## config.mk

```make
export PLATFORM = sky130hd
export DESIGN_NAME = usbmcs_regs
export DESIGN_NICKNAME = d
export VERILOG_FILES = /design/src/hw/usbmcs_pkg.sv /design/src/hw/usbmcs_regs.sv
export SDC_FILE = /design/constraint.sdc
export NUM_CORES = 1
export LEC_CHECK = 0
export CAP_MARGIN = 20
export CORE_MARGIN = 2
export CORE_UTILIZATION = 62
export DETAILED_ROUTE_END_ITERATION = 7
export DONT_BUFFER_PORTS = 1
export GPL_TIMING_DRIVEN = 0
export PLACE_DENSITY = 0.87
export SLEW_MARGIN = 0
export SYNTH_ARGS = -nofsm -noshare
export SYNTH_HDL_FRONTEND = slang
export SYNTH_SLANG_ARGS = --single-unit
```

## constraint.sdc

```tcl
create_clock -name hclk -period 2.8 [get_ports hclk]
set_input_delay 0.42 -clock hclk [delete_from_list [all_inputs] [get_ports hclk]]
set_output_delay 0.42 -clock hclk [all_outputs]
set_load 0.03 [all_outputs]
```

## src/hw/usbmcs_pkg.sv

```systemverilog
// package: register map and field layout of the usb mode/clock status bank
// assumes: used by usbmcs_regs over an ahb-lite slave port
`default_nettype none
package usbmcs_pkg;
	// printed offsets 0x21/0x22 are not word multiples: kept as indexes
	localparam logic [7:0] usbmcs_idx_status = 8'h21;
	localparam logic [7:0] usbmcs_idx_clock = 8'h22;
	localparam logic [7:0] usbmcs_idx_irq_status = 8'h30;
	localparam logic [7:0] usbmcs_idx_irq_mask = 8'h31;
	localparam int usbmcs_ep_count = 4;
	localparam int usbmcs_pos_pad_mode = 4;
	localparam int usbmcs_pos_usb_flag = 7;
	localparam int usbmcs_pos_pullup_sel = 2;
	localparam int usbmcs_pos_clk_gate = 3;
	localparam int usbmcs_pos_bandgap_off = 4;
	localparam int usbmcs_pos_legacy_flag = 5;
	localparam int usbmcs_pos_osc_sel = 6;
	localparam int usbmcs_pos_trim_dis = 7;
	localparam logic [7:0] usbmcs_status_reset = 8'h00;
	localparam logic [7:0] usbmcs_clock_reset = 8'h00;
	localparam logic [7:0] usbmcs_clock_wmask = 8'hFC;
	localparam logic [7:0] usbmcs_status_wmask = 8'hBF;
	typedef enum logic [1:0] {
		usbmcs_pad_off = 2'h0,
		usbmcs_pad_200r = 2'h1,
		usbmcs_pad_usb = 2'h2,
		usbmcs_pad_on = 2'h3
	} usbmcs_pad_t;
endpackage
`default_nettype wire

```

## src/hw/usbmcs_regs.sv

```systemverilog
// file: usb endpoint status/mode and clock control registers, ahb-lite slave
// assumes: single-word transfers, one clock hclk, engine inputs synchronous
// Behaviour
// RULE_01 - a host access sets its flag; usb irq if enabled, stack not full.
// RULE_02 - firmware clears a serviced flag by writing 0; else it stays set.
// RULE_03 - endpoint flags 0 to 3 sit in status bits 3:0, read/write.
// RULE_04 - pad mode bits 5:4 reset to 00: non-usb, 3.3 V off, pins r/w.
// RULE_05 - pad mode 10 is usb: 1.5k pull-up, 3.3 V on, pins read-only.
// RULE_06 - pad mode 01 adds a 200 ohm supply path, 11 turns 3.3 V on.
// RULE_07 - status bit 7 is a firmware usb-mode flag, cleared at reset.
// RULE_08 - clock bit 5 is a firmware legacy port mode flag, reset 0.
// RULE_09 - clock bits 1:0 are reserved and read 0.
// RULE_10 - clock bit 2 connects the 7.5k supply pull-up, drops the 1.5k.
// RULE_11 - clock bit 3 enables the usb clock, reset 0.
// RULE_12 - clock bit 4 switches off the band-gap, reset 0.
// RULE_13 - clock bit 6 declares a 6 MHz oscillator when 1, 12 MHz when 0.
// RULE_14 - clock bit 7 disables clock temperature trim when 1, reset 0.
// RULE_15 - firmware should set the trim disable bit before power-down.
// RULE_16 - in usb pad mode the engine drives both pins; fw writes ignored.
// RULE_17 - an engine set in the same cycle as a firmware clear wins.
//
// Decided for this implementation: the AHB-Lite register port.
`default_nettype none
module usbmcs_regs (
	input wire logic hclk,
	input wire logic hresetn,
	input wire logic hsel,
	input wire logic [31:0] haddr,
	input wire logic [1:0] htrans,
	input wire logic hwrite,
	input wire logic [2:0] hsize,
	input wire logic [31:0] hwdata,
	input wire logic hready,
	output logic [31:0] hrdata,
	output logic hreadyout,
	output logic hresp,
	input wire logic [3:0] endpoint_access,
	input wire logic usb_int_enable,
	input wire logic stack_full,
	output logic usb_interrupt,
	output logic irq,
	input wire logic engine_minus_out,
	input wire logic engine_plus_out,
	input wire logic engine_drive_en,
	input wire logic fw_minus_out,
	input wire logic fw_plus_out,
	input wire logic fw_drive_en,
	input wire logic minus_data_pin_in,
	input wire logic plus_data_pin_in,
	output logic minus_data_pin_out,
	output logic plus_data_pin_out,
	output logic minus_data_pin_oe,
	output logic plus_data_pin_oe,
	output logic fw_minus_in,
	output logic fw_plus_in,
	output logic regulated_output_enable,
	output logic regulated_output_200r,
	output logic pullup_1k5_connect,
	output logic pullup_7k5_connect,
	output logic bus_clock_gate,
	output logic bandgap_shutdown,
	output logic oscillator_frequency_select,
	output logic clock_trim_disable,
	output logic usb_mode_indicator,
	output logic legacy_port_mode_indicator
);
	logic [7:0] status_reg, next_status_reg;
	logic [7:0] clock_reg, next_clock_reg;
	logic [3:0] irq_status, next_irq_status;
	logic [3:0] irq_mask, next_irq_mask;
	logic wr_pend, next_wr_pend;
	logic [7:0] wr_idx, next_wr_idx;
	logic [31:0] next_hrdata;
	logic [7:0] a_idx;
	logic take;
	usbmcs_pkg::usbmcs_pad_t pad;

	// unaligned printed offsets: byte address is four times the index
	assign a_idx = haddr[9:2];
	assign take = hsel && hready && htrans[1];
	assign hreadyout = 1'b1;
	assign hresp = 1'b0;
	assign pad = usbmcs_pkg::usbmcs_pad_t'(
		status_reg[usbmcs_pkg::usbmcs_pos_pad_mode +: 2]);

	always_comb begin
		next_status_reg = status_reg;
		next_clock_reg = clock_reg;
		next_irq_status = irq_status;
		next_irq_mask = irq_mask;
		next_wr_pend = take && hwrite;
		next_wr_idx = take ? a_idx : wr_idx;
		next_hrdata = hrdata;
		if (wr_pend) begin
			case (wr_idx)
				usbmcs_pkg::usbmcs_idx_status: begin
					// [RULE_03] [RULE_04] [RULE_07] bit 6 reserved, kept 0
					next_status_reg = hwdata[7:0] & usbmcs_pkg::usbmcs_status_wmask;
				end
				usbmcs_pkg::usbmcs_idx_clock: begin
					// [RULE_09] [RULE_08] [RULE_10] [RULE_11] [RULE_12] [RULE_13] [RULE_14]
					next_clock_reg = hwdata[7:0] & usbmcs_pkg::usbmcs_clock_wmask;
				end
				usbmcs_pkg::usbmcs_idx_irq_mask: begin
					next_irq_mask = hwdata[3:0];
				end
				default: begin
					next_irq_mask = irq_mask;
				end
			endcase
		end
		if (take && !hwrite) begin
			case (a_idx)
				// a write still in its data phase is forwarded to a pipelined read
				usbmcs_pkg::usbmcs_idx_status: begin
					next_hrdata = {24'h000000, next_status_reg};
				end
				usbmcs_pkg::usbmcs_idx_clock: begin
					next_hrdata = {24'h000000, next_clock_reg};
				end
				usbmcs_pkg::usbmcs_idx_irq_status: begin
					next_hrdata = {28'h0000000, irq_status};
					// read clears; a same-cycle event is re-set below
					next_irq_status = 4'h0;
				end
				usbmcs_pkg::usbmcs_idx_irq_mask: begin
					next_hrdata = {28'h0000000, next_irq_mask};
				end
				default: next_hrdata = 32'h00000000;
			endcase
		end
		// engine sets last so they win over any clear [RULE_01] [RULE_17]
		next_status_reg[3:0] = next_status_reg[3:0] | endpoint_access;
		next_irq_status = next_irq_status | endpoint_access;
	end

	always_ff @(posedge hclk or negedge hresetn) begin
		if (!hresetn) begin
			status_reg <= usbmcs_pkg::usbmcs_status_reset;
			clock_reg <= usbmcs_pkg::usbmcs_clock_reset;
			irq_status <= 4'h0;
			irq_mask <= 4'h0;
			wr_pend <= 1'b0;
			wr_idx <= 8'h00;
			hrdata <= 32'h00000000;
		end else begin
			status_reg <= next_status_reg;
			clock_reg <= next_clock_reg;
			irq_status <= next_irq_status;
			irq_mask <= next_irq_mask;
			wr_pend <= next_wr_pend;
			wr_idx <= next_wr_idx;
			hrdata <= next_hrdata;
		end
	end

	// flags stay set until firmware clears them [RULE_02]
	assign usb_interrupt = (|status_reg[3:0]) && usb_int_enable
		&& !stack_full; // [RULE_01]
	assign irq = |(irq_status & irq_mask);

	// pad control
	always_comb begin
		regulated_output_enable = 1'b0;
		regulated_output_200r = 1'b0;
		pullup_1k5_connect = 1'b0;
		case (pad)
			usbmcs_pkg::usbmcs_pad_off: regulated_output_enable = 1'b0; // [RULE_04]
			usbmcs_pkg::usbmcs_pad_200r: regulated_output_200r = 1'b1; // [RULE_06]
			usbmcs_pkg::usbmcs_pad_usb: begin
				regulated_output_enable = 1'b1; // [RULE_05]
				pullup_1k5_connect = !pullup_7k5_connect; // [RULE_10]
			end
			usbmcs_pkg::usbmcs_pad_on: regulated_output_enable = 1'b1; // [RULE_06]
			default: regulated_output_enable = 1'b0;
		endcase
		// engine owns pins in usb mode; firmware drive ignored [RULE_16] [RULE_05]
		if (pad == usbmcs_pkg::usbmcs_pad_usb) begin
			minus_data_pin_out = engine_minus_out;
			plus_data_pin_out = engine_plus_out;
			minus_data_pin_oe = engine_drive_en;
			plus_data_pin_oe = engine_drive_en;
		end else begin
			minus_data_pin_out = fw_minus_out; // [RULE_04] [RULE_06]
			plus_data_pin_out = fw_plus_out;
			minus_data_pin_oe = fw_drive_en;
			plus_data_pin_oe = fw_drive_en;
		end
	end

	assign fw_minus_in = minus_data_pin_in;
	assign fw_plus_in = plus_data_pin_in;
	assign pullup_7k5_connect =
		clock_reg[usbmcs_pkg::usbmcs_pos_pullup_sel]; // [RULE_10]
	assign bus_clock_gate =
		clock_reg[usbmcs_pkg::usbmcs_pos_clk_gate]; // [RULE_11]
	assign bandgap_shutdown =
		clock_reg[usbmcs_pkg::usbmcs_pos_bandgap_off]; // [RULE_12]
	assign oscillator_frequency_select =
		clock_reg[usbmcs_pkg::usbmcs_pos_osc_sel]; // [RULE_13]
	// trim disable before power-down is up to firmware, not forced here
	assign clock_trim_disable =
		clock_reg[usbmcs_pkg::usbmcs_pos_trim_dis]; // [RULE_14]
	assign usb_mode_indicator =
		status_reg[usbmcs_pkg::usbmcs_pos_usb_flag]; // [RULE_07]
	assign legacy_port_mode_indicator =
		clock_reg[usbmcs_pkg::usbmcs_pos_legacy_flag]; // [RULE_08]

	property p_flag_set;
		@(posedge hclk) disable iff (!hresetn)
		(|endpoint_access) |=>
			((status_reg[3:0] & $past(endpoint_access)) == $past(endpoint_access));
	endproperty
	a_flag_set: assert property (p_flag_set) // [RULE_01]
		else $error("flag not set");

	property p_set_wins;
		@(posedge hclk) disable iff (!hresetn)
		(wr_pend && wr_idx == usbmcs_pkg::usbmcs_idx_status && (|endpoint_access))
			|=> ((status_reg[3:0] & $past(endpoint_access))
			== $past(endpoint_access));
	endproperty
	a_set_wins: assert property (p_set_wins) // [RULE_17]
		else $error("set lost to clear");

	property p_flag_hold;
		@(posedge hclk) disable iff (!hresetn)
		!(wr_pend && wr_idx == usbmcs_pkg::usbmcs_idx_status) |=>
			((status_reg[3:0] & $past(status_reg[3:0]))
			== $past(status_reg[3:0]));
	endproperty
	a_flag_hold: assert property (p_flag_hold) // [RULE_02]
		else $error("flag dropped");

	property p_int;
		@(posedge hclk) disable iff (!hresetn)
		usb_interrupt |-> (|status_reg[3:0]) && usb_int_enable
			&& !stack_full;
	endproperty
	a_int: assert property (p_int) // [RULE_01]
		else $error("bad usb interrupt");

	property p_reserved;
		@(posedge hclk) disable iff (!hresetn)
		clock_reg[1:0] == 2'h0 && status_reg[6] == 1'b0;
	endproperty
	a_reserved: assert property (p_reserved) // [RULE_09]
		else $error("reserved bits set");

	property p_usb_pins;
		@(posedge hclk) disable iff (!hresetn)
		status_reg[5:4] == 2'h2 |->
			minus_data_pin_oe == engine_drive_en && regulated_output_enable
			&& plus_data_pin_out == engine_plus_out;
	endproperty
	a_usb_pins: assert property (p_usb_pins) // [RULE_16]
		else $error("pins not engine owned");

	property p_pad_off;
		@(posedge hclk) disable iff (!hresetn)
		status_reg[5:4] == 2'h0 |-> !regulated_output_enable && !pullup_1k5_connect;
	endproperty
	a_pad_off: assert property (p_pad_off) // [RULE_04]
		else $error("output on in mode 00");

	property p_pad_200r;
		@(posedge hclk) disable iff (!hresetn)
		regulated_output_200r |-> status_reg[5:4] == 2'h1;
	endproperty
	a_pad_200r: assert property (p_pad_200r) // [RULE_06]
		else $error("200r wrong mode");

	property p_pullup;
		@(posedge hclk) disable iff (!hresetn)
		!(pullup_7k5_connect && pullup_1k5_connect);
	endproperty
	a_pullup: assert property (p_pullup) // [RULE_10]
		else $error("both pull-ups on");

	property p_clk_write;
		@(posedge hclk) disable iff (!hresetn)
		(wr_pend && wr_idx == usbmcs_pkg::usbmcs_idx_clock) |=>
			bus_clock_gate == $past(hwdata[3]);
	endproperty
	a_clk_write: assert property (p_clk_write) // [RULE_11]
		else $error("clock gate not written");

	property p_fw_pins;
		@(posedge hclk) disable iff (!hresetn)
		status_reg[5:4] != 2'h2 |->
			minus_data_pin_oe == fw_drive_en && plus_data_pin_out == fw_plus_out;
	endproperty
	a_fw_pins: assert property (p_fw_pins) // [RULE_06]
		else $error("firmware lost the pins");

	property p_rd_status;
		@(posedge hclk) disable iff (!hresetn)
		(take && !hwrite && a_idx == usbmcs_pkg::usbmcs_idx_status && !wr_pend)
			|=> hrdata == {24'h000000, $past(status_reg)};
	endproperty
	a_rd_status: assert property (p_rd_status) // [RULE_03]
		else $error("status read data wrong");

	property p_irq_set;
		@(posedge hclk) disable iff (!hresetn)
		(|endpoint_access) |=>
			((irq_status & $past(endpoint_access)) == $past(endpoint_access));
	endproperty
	a_irq_set: assert property (p_irq_set) // [RULE_01]
		else $error("event status not set");

	property p_irq_clear;
		@(posedge hclk) disable iff (!hresetn)
		(take && !hwrite && a_idx == usbmcs_pkg::usbmcs_idx_irq_status)
			|=> irq_status == $past(endpoint_access);
	endproperty
	a_irq_clear: assert property (p_irq_clear) // [RULE_17]
		else $error("event status read-clear wrong");

	c_event: cover property (@(posedge hclk) endpoint_access[0] ##1 usb_interrupt);
	c_usb: cover property (@(posedge hclk) status_reg[5:4] == 2'h2);
	c_irq: cover property (@(posedge hclk) irq);
	c_collide: cover property (@(posedge hclk) wr_pend
		&& wr_idx == usbmcs_pkg::usbmcs_idx_status && (|endpoint_access));
	c_stack_full: cover property (@(posedge hclk) (|endpoint_access)
		&& stack_full);
endmodule
`default_nettype wire

```

* Yosys cells after proc, flatten, opt, wreduce, memory -nomap -nowiden
Cells that the tools add are included. W data, S select, Z words.
Storage, ports and cells: output and inout bits 52, bits in registers 65, input port bits 88, word-level logic and storage cells 47
Cells by class: eq/ne operators 10, reductions and logical operators 12, mux-type cells 15, bitwise operators 3
Operators with widths (count):
- $eq A8 B6 Y1 const B | 7
- $mux W8 | 4
- $pmux W8 S4 | 1
- $mux W4 | 4
- $or A4 B4 Y4 | 2
- $reduce_or A4 Y1 | 2
- $logic_and A1 B1 Y1 | 6
- $mux W1 | 6
- $and A4 B4 Y4 | 1
- $eq A2 B2 Y1 const B | 2
- $logic_not A1 Y1 | 3
- $eq A2 B1 Y1 const B | 1
- $reduce_or A2 Y1 | 1

* Longest topological paths before layout
depth after elaboration 5, mapped depth 6, gate-level depth less buffers 5

* Worst setup path before layout
OpenSTA, ideal clock, no wires.
path type input to register, start point input haddr[4], end point register irq_status[0], buffers on the path 0, required time 2682 ps, path slack 748 ps, cell stages on the path 4, data arrival time 1934 ps, cells stage by stage or4b_4 or4_1 or2_2 a21o_1
On the way: cells in the longest elaborated chain, start to end 4
Ends and longest elaborated chain:
- start, declared | line usbmcs_regs.sv:28 | input wire logic [31:0] haddr,
- $eq A8 B6 Y1 | line usbmcs_regs.sv:113 | case (a_idx)
- $mux W4 | line usbmcs_regs.sv:113
- $mux W4 | line usbmcs_regs.sv:112 | if (take && !hwrite) begin
- $or A4 B4 Y4 | line usbmcs_regs.sv:134 | next_irq_status = next_irq_status | endpoint_access;
- named net next_irq_status[0] | line usbmcs_regs.sv:69 | logic [3:0] irq_status, next_irq_status;
- end signal, assigned | line usbmcs_regs.sv:149 | irq_status <= next_irq_status;
- end, declared | line usbmcs_regs.sv:69
The timed path passes the listed nets, and every way through them passes these cells. A chain may end at the register's enable or synchronous reset.

* Worst setup path after layout
start point register wr_idx[1], end point register hrdata[1]
On the way: cells in the longest elaborated chain, start to end 4, elaborated cells on any way between the ends 10, classes of those cells eq/ne: 3; mux: 7
Ends and longest elaborated chain:
- start, declared | line usbmcs_regs.sv:72 | logic [7:0] wr_idx, next_wr_idx;
- start signal, assigned | line usbmcs_regs.sv:152 | wr_idx <= next_wr_idx;
- $eq A8 B6 Y1 | line usbmcs_regs.sv:95 | case (wr_idx)
- $mux W4 or $mux W8 (tied branches) | line usbmcs_regs.sv:95
- $mux W4 or $mux W8 (tied branches) | line usbmcs_regs.sv:94 | if (wr_pend) begin
- $pmux W8 S4 (*) | line usbmcs_regs.sv:113
- end signal, assigned | line usbmcs_regs.sv:153 | hrdata <= next_hrdata;
- end, declared | line usbmcs_regs.sv:34 | output logic [31:0] hrdata,
Mark *: on every way between the ends. The rest lies on a longest branch, timed or not.

==> impl_metrics.py <==
metrics = {
    "sta": {
        "final.period_utilization_pct": 86.6,
        "drv_slew": 0,
        "finalSetupViolCount": 0,
        "setup_tns_ns": 0,
        "fin_skew_ns": 0.0148,
        "max_slew.worst_pin.slew_ns": 0.968,
        "fin_worst_hold_slack_ns": 0.150,
        "fmax_mhz": 412,
        "relSlewSlack_pct": 35.3,
        "finalHoldViolations": 0,
        "finalCriticalPeriod_ns": 2.43,
        "rsz0062_at_grt": "false",
    },
    "power_and_ir_drop": {
        "netSwitchingFraction_pct": 25.8,
        "internal_power_w": 0.000974,
        "peakVddDrop_uv": 354,
        "power_frac_comb_pct": 13.4,
        "p_sw_w": 0.000339,
        "clockPowerShare_pct": 36.0,
        "p_per_area_nw_per_um2": 539,
        "power_leakage_nw": 1.13,
        "p_seq_share_pct": 50.6,
    },
    "status": {
        "status": "finished clean",
    },
    "clock_tree": {
        "cts.path.max_buffers": 2,
        "clock_sinks": 41,
        "path_clk_slew_ns": 0.12,
        "cts_buffers": 5,
        "root_buffer": "clkbuf_4",
        "clk_latency_ns": 0.36,
        "cts_tree": "done",
        "cts.htree.levels": 2,
        "cts_setup_buffers": 0,
    },
    "grt": {
        "antenna_found_initial": 0,
        "grt_pass1_vias": 1377,
        "grt_pass1_wl_mm": 6.80,
        "grt_usage_pct": 22.8,
        "overflow": 0,
        "grt_max_degree": 42,
    },
    "synthesis": {
        "async_flop_share_pct": 100,
        "synth_area_um2": 2150,
        "yosysUniqueCellTypes": 44,
        "yosysWarnings": 0,
        "ys_ff_latch": 41,
        "ys_seq_area_share_pct": 47.7,
        "syn-instance-count": 186,
        "synthFlopType": "dfrtp_1",
        "synth-edff-count": 0,
        "postSynthAreaPerCell_um2": 11.6,
    },
    "worst_setup_path": {
        "cp-start-kind": "register",
        "crit_type": "register to register",
        "crit_fanout": 8,
        "critPathRequiredTime_ns": 3.05,
        "arrival_ns": 2.67,
        "path_cells": "nor4b_2 > nor3b_2 > mux2i_1 > o31ai_1 > or3_1",
        "reg2reg_slack_ns": 0.37,
        "reg2regPathDepth": 5,
        "r2r-start": "wr_idx[1]",
        "reg2reg_to": "hrdata[1]",
        "slowest_stage": "nor3b_2",
        "slowest_delay_ns": 0.72,
        "end_kind": "register",
    },
    "job": {
        "drv_cap": 0,
    },
    "place": {
        "portBuffers": 0,
        "hpwl_mm": 3.15,
        "gpl.final_weighted_congestion": 0.831,
    },
    "die": {
        "placementRows": 21,
        "chipWidth_um": 62.9,
        "io_pins": 140,
        "chipHeight_um": 62.9,
        "coreArea_um2": 3340,
        "dieArea_um2": 3950,
        "start_util_pct": 64.4,
    },
    "route": {
        "drc_errors": 0,
        "drt_iter0_markers": 113,
        "ant_nets": 0,
        "wl_mm": 4.24,
        "drt-pass1-iter-count": 4,
        "wl_per_cell_um": 15.9,
        "vias": 1436,
        "via_per_inst": 5.38,
    },
    "layout": {
        "n_antenna_cell": 0,
        "final_cell_mix": "dfrtp_1 (41), buf_4 (29), conb_1 (26), mux2_2 (23), nand2_1 (10)",
        "syn_to_final_growth_pct": 13.3,
        "final_common_cell": "dfrtp_1",
        "layout-drive-gt1-share_pct": 32.6,
        "nNetsFinal": 308,
    },
    "min_path": {
        "hold_path.class": "input port to register",
        "hold_path_startpoint": "endpoint_access[1]",
        "hold_path_end": "irq_status[1]",
        "worstHoldPathCells": 1,
    },
}
logic make-up (layout without fill, tap and decap cells):
family / after synthesis / count (layout) / share of synthesized area [%]
compound gates: 25 / 25 / 8.73
flops: 41 / 41 / 47.7
other cells: 2 / 26 / 0.349
buf+inv: 37 / 48 / 11.5
simple gates: 53 / 53 / 17.1
xor+xnor: 1 / 1 / 0.408
mux: 27 / 27 / 14.1
Yosys cell counts, types with 2 or more instances:
| master | count | share of area (%) |
|---|---|---|
| clkbuf_1 | 3 | 0.52 |
| buf_4 | 29 | 10 |
| a2bb2oi_1 | 2 | 0.82 |
| a22oi_1 | 6 | 2.1 |
| a21o_1 | 4 | 1.4 |
| nand2_1 | 10 | 1.7 |
| mux2i_1 | 3 | 1.4 |
| nor3b_1 | 3 | 1.0 |
| nor2b_1 | 5 | 1.5 |
| o21ai_0 | 4 | 0.93 |
| conb_1 | 2 | 0.35 |
| and3_1 | 2 | 0.58 |
| inv_1 | 5 | 0.87 |
| dfrtp_1 | 41 | 48 |
| mux2_2 | 23 | 12 |
| a221oi_1 | 3 | 1.2 |
| nand2b_1 | 5 | 1.5 |
| or2_2 | 2 | 0.58 |
| nor2_1 | 8 | 1.4 |
| nand3_1 | 2 | 0.47 |
power by group through the flow:
stage                     registers, W  clock network [W]  logic, W
after floorplan               0.000667                  0  0.000151
after global placement        0.000672                  0  0.000157
after detailed placement      0.000676                  0  0.000159
after CTS                     0.000664           0.000479  0.000176
after global routing          0.000668           0.000505  0.000190
final                         0.000664           0.000473  0.000176
worst max-delay path by stage:
stage | from | end | slack [ns] | depth (start not counted)
6_report | wr_idx[1] | hrdata[1] | 0.37 | 5
3_5_place_dp | haddr[4] | hrdata[3] | 0.38 | 4
4_1_cts | wr_idx[1] | hrdata[1] | 0.41 | 5
5_1_grt | wr_idx[1] | hrdata[1] | 0.26 | 5
3_3_place_gp | haddr[4] | hrdata[2] | 0.44 | 4
2_1_floorplan | haddr[4] | irq_status[0] | 0.75 | 4
critical path: cells and delay by family, from the launching register on:
kind | cells | cell delay (ns)
AO/OA/AOI/OAI | 1 | 0.11
flip-flops | 1 | 0.42
multiplexers | 1 | 0.41
AND/OR/NAND/NOR | 3 | 1.38
metal layers:
layer | global-route usage (%) | part of all wire, % | vias to the layer above
met3 | 9.19 | 8.7 | 5
met1 | 28.6 | 42 | 690
met4 | 7.78 | 0.94 | 0
met2 | 35.8 | 48 | 70
met5 | 0 | 0 | -
li1 | - | - | 671
what timing repair did:
item	in CTS	in global routing
hold endpoints to repair	41	0
hold buffers	2	0
gates resized for setup	0	0
per-stage QoR:
step	cell area, um^2	std cells	power [W]	utilization (%)	setup slack [ns]
3_3_place_gp	2300	256	0.000829	68.8	0.444
5_1_grt	2430	267	0.00136	73.0	0.257
6_report	2430	267	0.00131	73.0	0.374
3_5_place_dp	2300	256	0.000835	68.8	0.382
4_1_cts	2430	266	0.00132	72.8	0.407
2_1_floorplan	2240	210	0.000819	-	0.748
area by class of cell:
class	instances	area [um^2]
plain buffers	32	229
clock buffers	5	37.5
clock inverters	3	65.1
fillers	253	902
inverters	5	18.8
multi-input cells	132	966
flip-flops and latches	41	1030
well taps	46	57.6
repair buffers	3	35.0
Note: power is estimated with default switching activity, not from simulation.
